File: src/pic_pkg.sv
package pic_pkg;

  // request count and width of the priority code
  localparam int NREQ   = 8;
  localparam int CODE_W = 3;

  // value that the pending, mask and in-service registers take on reset or master clear
  localparam logic [NREQ-1:0]   REG_RESET  = 8'h00;
  localparam logic [CODE_W-1:0] CODE_RESET = 3'h0;

  // instruction encoding on the opcode port
  typedef enum logic [3:0] {
    OP_MASTER_CLEAR = 4'b0000,
    OP_CLR_TOP_SVC  = 4'b0001,
    OP_CLR_CUR_PEND = 4'b0010,
    OP_NOP          = 4'b0011,
    OP_BSET_MASK    = 4'b0100,
    OP_BCLR_MASK    = 4'b0101,
    OP_LOAD_MASK    = 4'b0110,
    OP_READ_MASK    = 4'b0111,
    OP_BSET_SVC     = 4'b1000,
    OP_BCLR_SVC     = 4'b1001,
    OP_LOAD_SVC     = 4'b1010,
    OP_READ_SVC     = 4'b1011,
    OP_BSET_PEND    = 4'b1100,
    OP_BCLR_PEND    = 4'b1101,
    OP_LOAD_PEND    = 4'b1110,
    OP_READ_PEND    = 4'b1111
  } pic_op_t;

  // lowest opcode that uses the data bus and obeys chip select
  localparam logic [3:0] OP_BUS_FIRST = 4'h4;

  // instruction port: enable, chip select and opcode travel together
  typedef struct packed {
    logic    instrValidN;
    logic    chipSelectN;
    pic_op_t opcodeIn;
  } pic_instr_t;

  // request input synchroniser and pulse latches
  typedef struct packed {
    logic [NREQ-1:0] syncFirst;
    logic [NREQ-1:0] syncSecond;
    logic [NREQ-1:0] reqLatch;
  } pic_cap_t;

  // whole state of the controller core
  typedef struct packed {
    logic [NREQ-1:0]   pendingRequestReg;
    logic [NREQ-1:0]   requestMaskReg;
    logic [NREQ-1:0]   serviceTrackingReg;
    logic [CODE_W-1:0] vectorCodeReg;
    logic              vectorEnable;
    logic              casSvcDly;
    logic [CODE_W-1:0] svcTopDly;
    logic              svcAnyDly;
  } pic_state_t;

  // one-hot decode of a priority code
  function automatic logic [NREQ-1:0] pic_onehot(
    input logic [CODE_W-1:0] code
  );
    logic [NREQ-1:0] hot;
    hot       = REG_RESET;
    hot[code] = 1'b1;
    return hot;
  endfunction : pic_onehot

endpackage : pic_pkg

File: src/pic_core.sv
// Overview of operation
// all state changes on the rising clock edge only
// cascade service in forces request high, blocks top clears
// cascade pending in forces request high, clears vector enable
// cascade service out: any in-service bit or cascade service in
// cascade pending out: any unmasked pending or cascade pending in
// opcode ignored while instruction valid is high
// bus opcodes 4 to 15 ignored while chip select is high
// pulse mode: latch catches pulse, pending sets, then clears latch
// level mode: pending follows the request line while held low
// level-mode source holds its line low until acknowledged
// mask pending, encode highest-numbered unmasked request
// mask suppresses a request but leaves pending bit intact
// vector register reloads every edge with the top code
// request low only above in-service level; high during ack
// in-service bit blocks equal and lower priority requests
// in-service bit stays set until an instruction clears it
// vector enable follows unmasked pending; output active low
// ack with vector enable: drive vector, clear pending, set service
// vector pins driven only while ack and vector enable low
// delayed mode delays cascade service in and in-service top
// reset clears latches, pending, in-service and mask
// pending bits settable by instruction as soft requests
// opcode map: clears, nop, then mask, service, pending groups
// bit set and bit clear touch only bits with data one
// clear current pending uses in-service top, delayed if asked
// service writes beat ack; ack beats pending writes
// data bus driven only by an enabled selected read
`timescale 1ns/1ns
module pic_core (
  input  wire logic                       clk_sys,
  input  wire logic                       rst_n,
  // request pins, active low, asynchronous
  input  wire logic [pic_pkg::NREQ-1:0]   requestLinesN,
  // static mode straps
  input  wire logic                       requestCaptureMode,
  input  wire logic                       delayedServiceMode,
  // instruction port from the pipeline register
  input  wire pic_pkg::pic_instr_t        instrIn,
  // data bus, split into its three signals
  input  wire logic [pic_pkg::NREQ-1:0]   dataBusIn,
  output logic      [pic_pkg::NREQ-1:0]   dataBusOut,
  output logic                            dataBusOe,
  // acknowledge from the sequencer
  input  wire logic                       irqAcknowledgeN,
  // open-collector request: oe high pulls the wire low
  output logic                            irqRequestNOut,
  output logic                            irqRequestNOe,
  // vector pins
  output logic      [pic_pkg::CODE_W-1:0] vectorOut,
  output logic                            vectorOe,
  output logic                            vectorValidN,
  // cascade chain
  input  wire logic                       cascadeServiceIn,
  input  wire logic                       cascadePendingIn,
  output logic                            cascadeServiceOut,
  output logic                            cascadePendingOut
);

  pic_pkg::pic_state_t state_ff;
  pic_pkg::pic_state_t nxt_state;

  logic [pic_pkg::NREQ-1:0]   reqActive;
  logic [pic_pkg::NREQ-1:0]   reqLatchQ;
  logic [pic_pkg::NREQ-1:0]   unmaskedPend;
  logic [pic_pkg::CODE_W-1:0] reqTopCode;
  logic                       reqAny;
  logic [pic_pkg::CODE_W-1:0] svcTopCode;
  logic                       svcAny;
  logic [pic_pkg::CODE_W-1:0] effSvcTop;
  logic                       effSvcAny;
  logic                       effCasSvc;
  logic                       instrOn;
  logic                       busOn;
  logic                       ackTaken;
  logic                       masterClear;
  logic                       clrTopSvc;
  logic                       clrCurPend;
  logic                       higherWaiting;
  logic [pic_pkg::NREQ-1:0]   ackHot;
  logic [pic_pkg::NREQ-1:0]   effTopHot;

  // request pins enter through the synchroniser and pulse latches
  pic_req_capture u_capture (
    .clk_sys       (clk_sys),
    .rst_n         (rst_n),
    .requestLinesN (requestLinesN),
    .levelMode     (requestCaptureMode),
    .pendingQ      (state_ff.pendingRequestReg),
    .clearAll      (masterClear),
    .reqActive     (reqActive),
    .latchQ        (reqLatchQ)
  );

  // mask gates the stored requests before prioritising
  assign unmaskedPend = state_ff.pendingRequestReg
                      & ~state_ff.requestMaskReg;

  pic_prio_enc #(
    .WIDTH  (pic_pkg::NREQ),
    .CODE_W (pic_pkg::CODE_W)
  ) u_req_enc (
    .reqVec  (unmaskedPend),
    .topCode (reqTopCode),
    .anySet  (reqAny)
  );

  pic_prio_enc #(
    .WIDTH  (pic_pkg::NREQ),
    .CODE_W (pic_pkg::CODE_W)
  ) u_svc_enc (
    .reqVec  (state_ff.serviceTrackingReg),
    .topCode (svcTopCode),
    .anySet  (svcAny)
  );

  // delayed mode swaps in the copies taken one edge earlier
  always_comb begin
    if (delayedServiceMode) begin
      effCasSvc = state_ff.casSvcDly;
      effSvcTop = state_ff.svcTopDly;
      effSvcAny = state_ff.svcAnyDly;
    end else begin
      effCasSvc = cascadeServiceIn;
      effSvcTop = svcTopCode;
      effSvcAny = svcAny;
    end
  end

  // instruction qualification
  assign instrOn = ~instrIn.instrValidN;
  assign busOn   = instrOn & ~instrIn.chipSelectN
                 & (instrIn.opcodeIn >= pic_pkg::OP_BUS_FIRST);

  // opcodes 0 to 3 do not look at chip select
  assign masterClear = instrOn
                     & (instrIn.opcodeIn == pic_pkg::OP_MASTER_CLEAR);
  assign clrTopSvc   = instrOn & ~effCasSvc
                     & (instrIn.opcodeIn == pic_pkg::OP_CLR_TOP_SVC);
  assign clrCurPend  = instrOn & ~effCasSvc
                     & (instrIn.opcodeIn == pic_pkg::OP_CLR_CUR_PEND);

  // acknowledge only counts while vector enable is set, which is
  // what lets chained devices share one acknowledge line
  assign ackTaken  = ~irqAcknowledgeN & state_ff.vectorEnable;
  assign ackHot    = pic_pkg::pic_onehot(state_ff.vectorCodeReg);
  assign effTopHot = pic_pkg::pic_onehot(effSvcTop);

  // a waiting request must outrank the highest one in service
  assign higherWaiting = reqAny
                       & (~effSvcAny | (reqTopCode > effSvcTop));

  // request pin: open collector, released during ack or cascade
  assign irqRequestNOut = 1'b0;
  assign irqRequestNOe  = higherWaiting & irqAcknowledgeN
                        & ~effCasSvc & ~cascadePendingIn;

  // vector pins are enabled by ack only while vector enable is set
  assign vectorOut    = state_ff.vectorCodeReg;
  assign vectorOe     = ackTaken;
  assign vectorValidN = ~state_ff.vectorEnable;

  // cascade outputs use the undelayed inputs
  assign cascadeServiceOut = svcAny | cascadeServiceIn;
  assign cascadePendingOut = reqAny | cascadePendingIn;

  // reads: bus is driven only for an enabled, selected read
  always_comb begin
    dataBusOut = pic_pkg::REG_RESET;
    dataBusOe  = 1'b0;
    if (busOn) begin
      if (instrIn.opcodeIn == pic_pkg::OP_READ_MASK) begin
        dataBusOut = state_ff.requestMaskReg;
        dataBusOe  = 1'b1;
      end else if (instrIn.opcodeIn == pic_pkg::OP_READ_SVC) begin
        dataBusOut = state_ff.serviceTrackingReg;
        dataBusOe  = 1'b1;
      end else if (instrIn.opcodeIn == pic_pkg::OP_READ_PEND) begin
        dataBusOut = state_ff.pendingRequestReg;
        dataBusOe  = 1'b1;
      end
    end
  end

  // next state: hardware events first, instructions layered on top, then the ack pending clear, master clear last
  always_comb begin
    nxt_state = state_ff;

    // vector register follows the encoder on every edge
    nxt_state.vectorCodeReg = reqTopCode;

    // vector enable: cleared by cascade, else tracks waiting requests
    if (cascadePendingIn) begin
      nxt_state.vectorEnable = 1'b0;
    end else begin
      nxt_state.vectorEnable = reqAny;
    end

    // one-edge copies for delayed mode
    nxt_state.casSvcDly = cascadeServiceIn;
    nxt_state.svcTopDly = svcTopCode;
    nxt_state.svcAnyDly = svcAny;

    // pending: level mode follows the line, pulse mode the latch
    if (requestCaptureMode) begin
      nxt_state.pendingRequestReg = reqActive;
    end else begin
      nxt_state.pendingRequestReg = state_ff.pendingRequestReg
                                  | reqLatchQ;
    end

    // in-service: ack sets the bit of the vector being taken
    if (ackTaken) begin
      nxt_state.serviceTrackingReg = state_ff.serviceTrackingReg
                                   | ackHot;
    end

    // top clears act on the possibly delayed in-service priority
    if (clrTopSvc && effSvcAny) begin
      nxt_state.serviceTrackingReg = nxt_state.serviceTrackingReg
                                   & ~effTopHot;
    end
    if (clrCurPend && effSvcAny) begin
      nxt_state.pendingRequestReg = nxt_state.pendingRequestReg
                                  & ~effTopHot;
    end

    // bus instructions
    if (busOn) begin
      case (instrIn.opcodeIn)
        pic_pkg::OP_BSET_MASK: begin
          nxt_state.requestMaskReg = state_ff.requestMaskReg
                                   | dataBusIn;
        end
        pic_pkg::OP_BCLR_MASK: begin
          nxt_state.requestMaskReg = state_ff.requestMaskReg
                                   & ~dataBusIn;
        end
        pic_pkg::OP_LOAD_MASK: begin
          nxt_state.requestMaskReg = dataBusIn;
        end
        // service writes come after ack so they win on their bits
        pic_pkg::OP_BSET_SVC: begin
          nxt_state.serviceTrackingReg = nxt_state.serviceTrackingReg
                                       | dataBusIn;
        end
        pic_pkg::OP_BCLR_SVC: begin
          nxt_state.serviceTrackingReg = nxt_state.serviceTrackingReg
                                       & ~dataBusIn;
        end
        pic_pkg::OP_LOAD_SVC: begin
          nxt_state.serviceTrackingReg = dataBusIn;
        end
        pic_pkg::OP_BSET_PEND: begin
          nxt_state.pendingRequestReg = nxt_state.pendingRequestReg
                                      | dataBusIn;
        end
        pic_pkg::OP_BCLR_PEND: begin
          nxt_state.pendingRequestReg = nxt_state.pendingRequestReg
                                      & ~dataBusIn;
        end
        pic_pkg::OP_LOAD_PEND: begin
          nxt_state.pendingRequestReg = dataBusIn;
        end
        default: begin
          // reads leave all state alone
        end
      endcase
    end

    // ack clears its pending bit after the bus writes, so it beats pending writes
    if (ackTaken) begin
      nxt_state.pendingRequestReg = nxt_state.pendingRequestReg
                                  & ~ackHot;
    end

    // master clear empties the three registers like reset does
    if (masterClear) begin
      nxt_state.pendingRequestReg  = pic_pkg::REG_RESET;
      nxt_state.requestMaskReg     = pic_pkg::REG_RESET;
      nxt_state.serviceTrackingReg = pic_pkg::REG_RESET;
    end
  end

  // single register stage for the whole core
  always_ff @(posedge clk_sys) begin
    if (!rst_n) begin
      state_ff.pendingRequestReg  <= pic_pkg::REG_RESET;
      state_ff.requestMaskReg     <= pic_pkg::REG_RESET;
      state_ff.serviceTrackingReg <= pic_pkg::REG_RESET;
      state_ff.vectorCodeReg      <= pic_pkg::CODE_RESET;
      state_ff.vectorEnable       <= 1'b0;
      state_ff.casSvcDly          <= 1'b0;
      state_ff.svcTopDly          <= pic_pkg::CODE_RESET;
      state_ff.svcAnyDly          <= 1'b0;
    end else begin
      state_ff <= nxt_state;
    end
  end

endmodule : pic_core

File: src/pic_prio_enc.sv
`timescale 1ns/1ns
// highest-numbered set bit wins; any flags a non-empty vector
module pic_prio_enc #(
  parameter int WIDTH  = pic_pkg::NREQ,
  parameter int CODE_W = pic_pkg::CODE_W
) (
  input  wire logic [WIDTH-1:0]  reqVec,
  output logic      [CODE_W-1:0] topCode,
  output logic                   anySet
);

  // ascending scan so the last hit is the highest number
  always_comb begin
    topCode = '0;
    anySet  = 1'b0;
    for (int i = 0; i < WIDTH; i++) begin
      if (reqVec[i]) begin
        topCode = CODE_W'(i);
        anySet  = 1'b1;
      end
    end
  end

endmodule : pic_prio_enc

File: src/pic_req_capture.sv
`timescale 1ns/1ns
// request pins: two-flop synchroniser, then pulse latches
module pic_req_capture (
  input  wire logic                     clk_sys,
  input  wire logic                     rst_n,
  input  wire logic [pic_pkg::NREQ-1:0] requestLinesN,
  input  wire logic                     levelMode,
  input  wire logic [pic_pkg::NREQ-1:0] pendingQ,
  input  wire logic                     clearAll,
  output logic      [pic_pkg::NREQ-1:0] reqActive,
  output logic      [pic_pkg::NREQ-1:0] latchQ
);

  pic_pkg::pic_cap_t state_ff;
  pic_pkg::pic_cap_t nxt_state;

  // only the second flop is read; a pulse shorter than a clock
  // period can slip past the sampler, a cost of one clock domain
  assign reqActive = ~state_ff.syncSecond;
  assign latchQ    = state_ff.reqLatch;

  // set wins over the clear from the pending flop
  always_comb begin
    nxt_state            = state_ff;
    nxt_state.syncFirst  = requestLinesN;
    nxt_state.syncSecond = state_ff.syncFirst;
    if (levelMode || clearAll) begin
      nxt_state.reqLatch = pic_pkg::REG_RESET;
    end else begin
      nxt_state.reqLatch = (state_ff.reqLatch & ~pendingQ)
                         | reqActive;
    end
  end

  // sync flops idle high so no false request after reset
  always_ff @(posedge clk_sys) begin
    if (!rst_n) begin
      state_ff.syncFirst  <= ~pic_pkg::REG_RESET;
      state_ff.syncSecond <= ~pic_pkg::REG_RESET;
      state_ff.reqLatch   <= pic_pkg::REG_RESET;
    end else begin
      state_ff <= nxt_state;
    end
  end

endmodule : pic_req_capture

File: config.mk
export PLATFORM = sky130hd
export DESIGN_NAME = pic_core
export DESIGN_NICKNAME = d
export VERILOG_FILES = /design/src/pic_pkg.sv /design/src/pic_core.sv /design/src/pic_prio_enc.sv /design/src/pic_req_capture.sv
export SDC_FILE = /design/constraint.sdc
export NUM_CORES = 1
export LEC_CHECK = 0
export BUFFER_PORTS_ARGS = -buffer_cell sky130_fd_sc_hd__clkbuf_2
export CAP_MARGIN = 30
export CORE_MARGIN = 2
export CORE_UTILIZATION = 50
export CTS_BUF_LIST = sky130_fd_sc_hd__clkbuf_16
export CTS_CLUSTER_SIZE = 20
export DETAILED_ROUTE_END_ITERATION = 6
export GPL_TIMING_DRIVEN = 0
export PLACE_DENSITY = 0.68
export SLEW_MARGIN = 20
export SYNTH_ARGS = -nofsm -noshare
export SYNTH_HDL_FRONTEND = slang
export SYNTH_HIERARCHICAL = 1
export SYNTH_SLANG_ARGS = --single-unit
export TNS_END_PERCENT = 50
File: constraint.sdc
create_clock -name clk_sys -period 3.6 [get_ports clk_sys]
set_input_delay 0.36 -clock clk_sys [delete_from_list [all_inputs] [get_ports clk_sys]]
set_output_delay 0.36 -clock clk_sys [all_outputs]
set_load 0.01 [all_outputs]
==> results.yml <==
synth:
  ys_ff_latch: 57
  async_reset_ff_share_pct: 0
  avgSynthCellArea_um2: 8.41
  syn-instance-count: 392
  synth_edf_count: 0
  yosys_warnings: 6
  synth_nets: 424
  yosysTopAreaCell: "dfxtp_1"
  synth.top_cell.area_share_pct: 34.6
  synth.distinct_cells: 57
  synth_area_leaders: "dfxtp_1 (35%), nor2_1 (4.9%), a21oi_2 (4.3%)"
  netlist_area_um2: 3300
  synth_seq_area_share_pct: 34.6
  synth_ff_type: "dfxtp_1"
pwr:
  vdd_drop_max_mv: 0.320
  powerDensity_nw_per_um2: 453
  p_total_w: 0.00177
  power_leakage_nw: 1.57
status:
  status: "complete, no violations"
timing:
  final.min_clock_period_ns: 3.13
  layout_setup_ws_ns: 0.475
  max_slew_margin_pct: 45.6
  skew_ns: 0.00393
  worst_slew_pin_slew_ns: 0.815
  slew_viol_final: 0
  clock.fmax_mhz: 320
  hold_violations: 0
  period_share_pct: 86.8
  rsz0062_at_grt: "false"
  setup_tns_ns: 0
  timing.hold.ws_ns: 0.207
  finalSetupViolations: 0
setup_path:
  worstPathRequired_ns: 3.24
  rrSetupSlack_ns: 1.53
  end_kind: "primary output"
  crit_type: "reg2out"
  worstPathArrival_ns: 2.77
  crit_path_start_kind: "register"
  r2r_start: "state_ff[16]$_SDFF_PP0_"
  timing.rr.end: "state_ff[30]$_SDFF_PP0_"
  cp_max_fo: 9
  worstRegToRegCells: 6
grt:
  grt_max_degree: 11
  grt_pass1_vias: 2827
  grt_remaining_overflow: 0
  antenna_found_initial: 0
  grt.total_usage_pct: 24.9
  grt_pass1_wl_um: 14000
routing:
  met3WireLength_um: 612
  wl_met2_um: 3910
  drtPass1Iterations: 5
  wl_per_cell_um: 16.2
  postRouteAntennaNets: 0
  maxUsedRoutingLayer: "met4"
  routed_wl_um: 8530
  first_iter_violations: 279
  drt-met1-wl_um: 3850
  via_per_inst: 5.68
  drc: 0
  vias: 2990
clock_tree:
  ctsHoldBuffers: 0
  cts_tree: "built"
  clock-sinks: 57
  clk_latency_ns: 0.32
  ctsLongestPathBuffers: 2
  clk_pin_slew_ns: 0.05
  post_cts.repair.setup_buffers: 0
  cts-resized-gates: 0
  clockRootBuffer: "clkbuf_16"
  cts_buffers: 9
  htree_levels: 3
hold_path:
  hold_depth: 2
  holdCritStartpoint: "requestLinesN[0]"
  holdPathEnd: "u_capture/nxt_state[8]$_SDFF_PN1_"
  worst_hold_path_type: "in2reg"
cells_and_area:
  fill_cells: 586
  mostFrequentLayoutCell: "dfxtp_1"
  final_cell_mix: "dfxtp_1 (57), nor2_1 (43), clkbuf_2 (42)"
  fin_area_um2: 3910
  area_growth_pct: 18.6
  num_antenna_cells: 0
  nNetsFinal: 476
  drive_gt1_share_pct: 27.2
floorplan:
  core-area_um2: 6350
  die-area_um2: 7260
  fp-row-count: 29
  die_width_um: 85.2
  die_h_um: 85.2
  ios: 47
  start_util_pct: 51.9
run:
  maxCapViolCount: 0
placed_design:
  gp_congestion: 0.880
  dp_hpwl_um: 6520
  post-place-ws_ns: 0.790
  place_area_um2: 3600
  port_buffers: 41
-- flip-flops by register name, indices dropped and copies added, names as in the netlist --
| name | count |
|---|---|
| state_ff | 30 |
| u_capture/latchQ | 8 |
| u_capture/nxt_state | 8 |
| u_capture/state_ff | 8 |
| vectorOut | 3 |
-- area by class of cell --
cell class,count,area [um^2],share of cell area [%]
Inverter,17,63.8,1.63
Tap cell,77,96.3,2.46
Buffer,30,211,5.41
Multi-Input combinational cell,288,1880,48.1
Sequential cell,57,1140,29.2
Clock inverter,7,86.3,2.21
Clock buffer,9,225,5.76
Timing Repair Buffer,41,205,5.25
-- routing by layer --
metal | GRT usage (%) | up-vias
met1 | 33.0 | 1382
li1 | - | 1479
met2 | 38.8 | 115
met4 | 10.4 | 0
met5 | 0 | -
met3 | 5.84 | 14
-- cells in the mapped netlist, drive strengths merged, types with 11 or more instances --
cell,instances
nor2b,11
dfxtp,57
nor3,12
inv,14
buf,26
nand2,38
o31ai,13
o21ai,26
mux2,12
nand2b,19
nor2,44
a21oi,29
-- worst max-delay path, stage by stage, from the launching register on --
cell	delay, ns
dfxtp_1	0.41
nor2_1	0.10
o31ai_1	0.24
mux2_4	0.29
clkinv_1	0.30
ha_1	0.40
nor2b_1	0.14
o21a_1	0.16
o21ai_0	0.18
a21oi_1	0.09
clkbuf_2	0.13
-- logic make-up after synthesis --
group | synth area share [%]
buf+inv | 8.35
fa+ha+maj | 1.14
compound gates | 24.3
mux | 4.52
other cells | 0.114
simple gates | 27.0
flops | 34.6
-- stage by stage --
step | std cells | utilization (%)
finish | 526 | 61.6
global placement | 510 | 56.7
global route | 526 | 61.6
floorplan | 392 | -
CTS | 526 | 61.6
detailed placement | 510 | 56.7
-- worst max-delay path by stage --
stage | start | end | cells past startpoint
2_1_floorplan | state_ff[11]$_SDFF_PP0_ | irqRequestNOe | 9
3_3_place_gp | state_ff[12]$_SDFF_PP0_ | irqRequestNOe | 10
3_5_place_dp | state_ff[12]$_SDFF_PP0_ | irqRequestNOe | 10
4_1_cts | state_ff[12]$_SDFF_PP0_ | irqRequestNOe | 10
5_1_grt | state_ff[12]$_SDFF_PP0_ | irqRequestNOe | 10
6_report | state_ff[12]$_SDFF_PP0_ | irqRequestNOe | 10
-- power by group --
part	leakage [nW]	switching, W	internal, W	total (W)
clock	0.158	0.000288	0.000598	0.000886
combinational	0.946	0.000122	0.0000915	0.000213
sequential	0.465	0.0000175	0.000656	0.000673
Power figures use the tool's default switching activity.
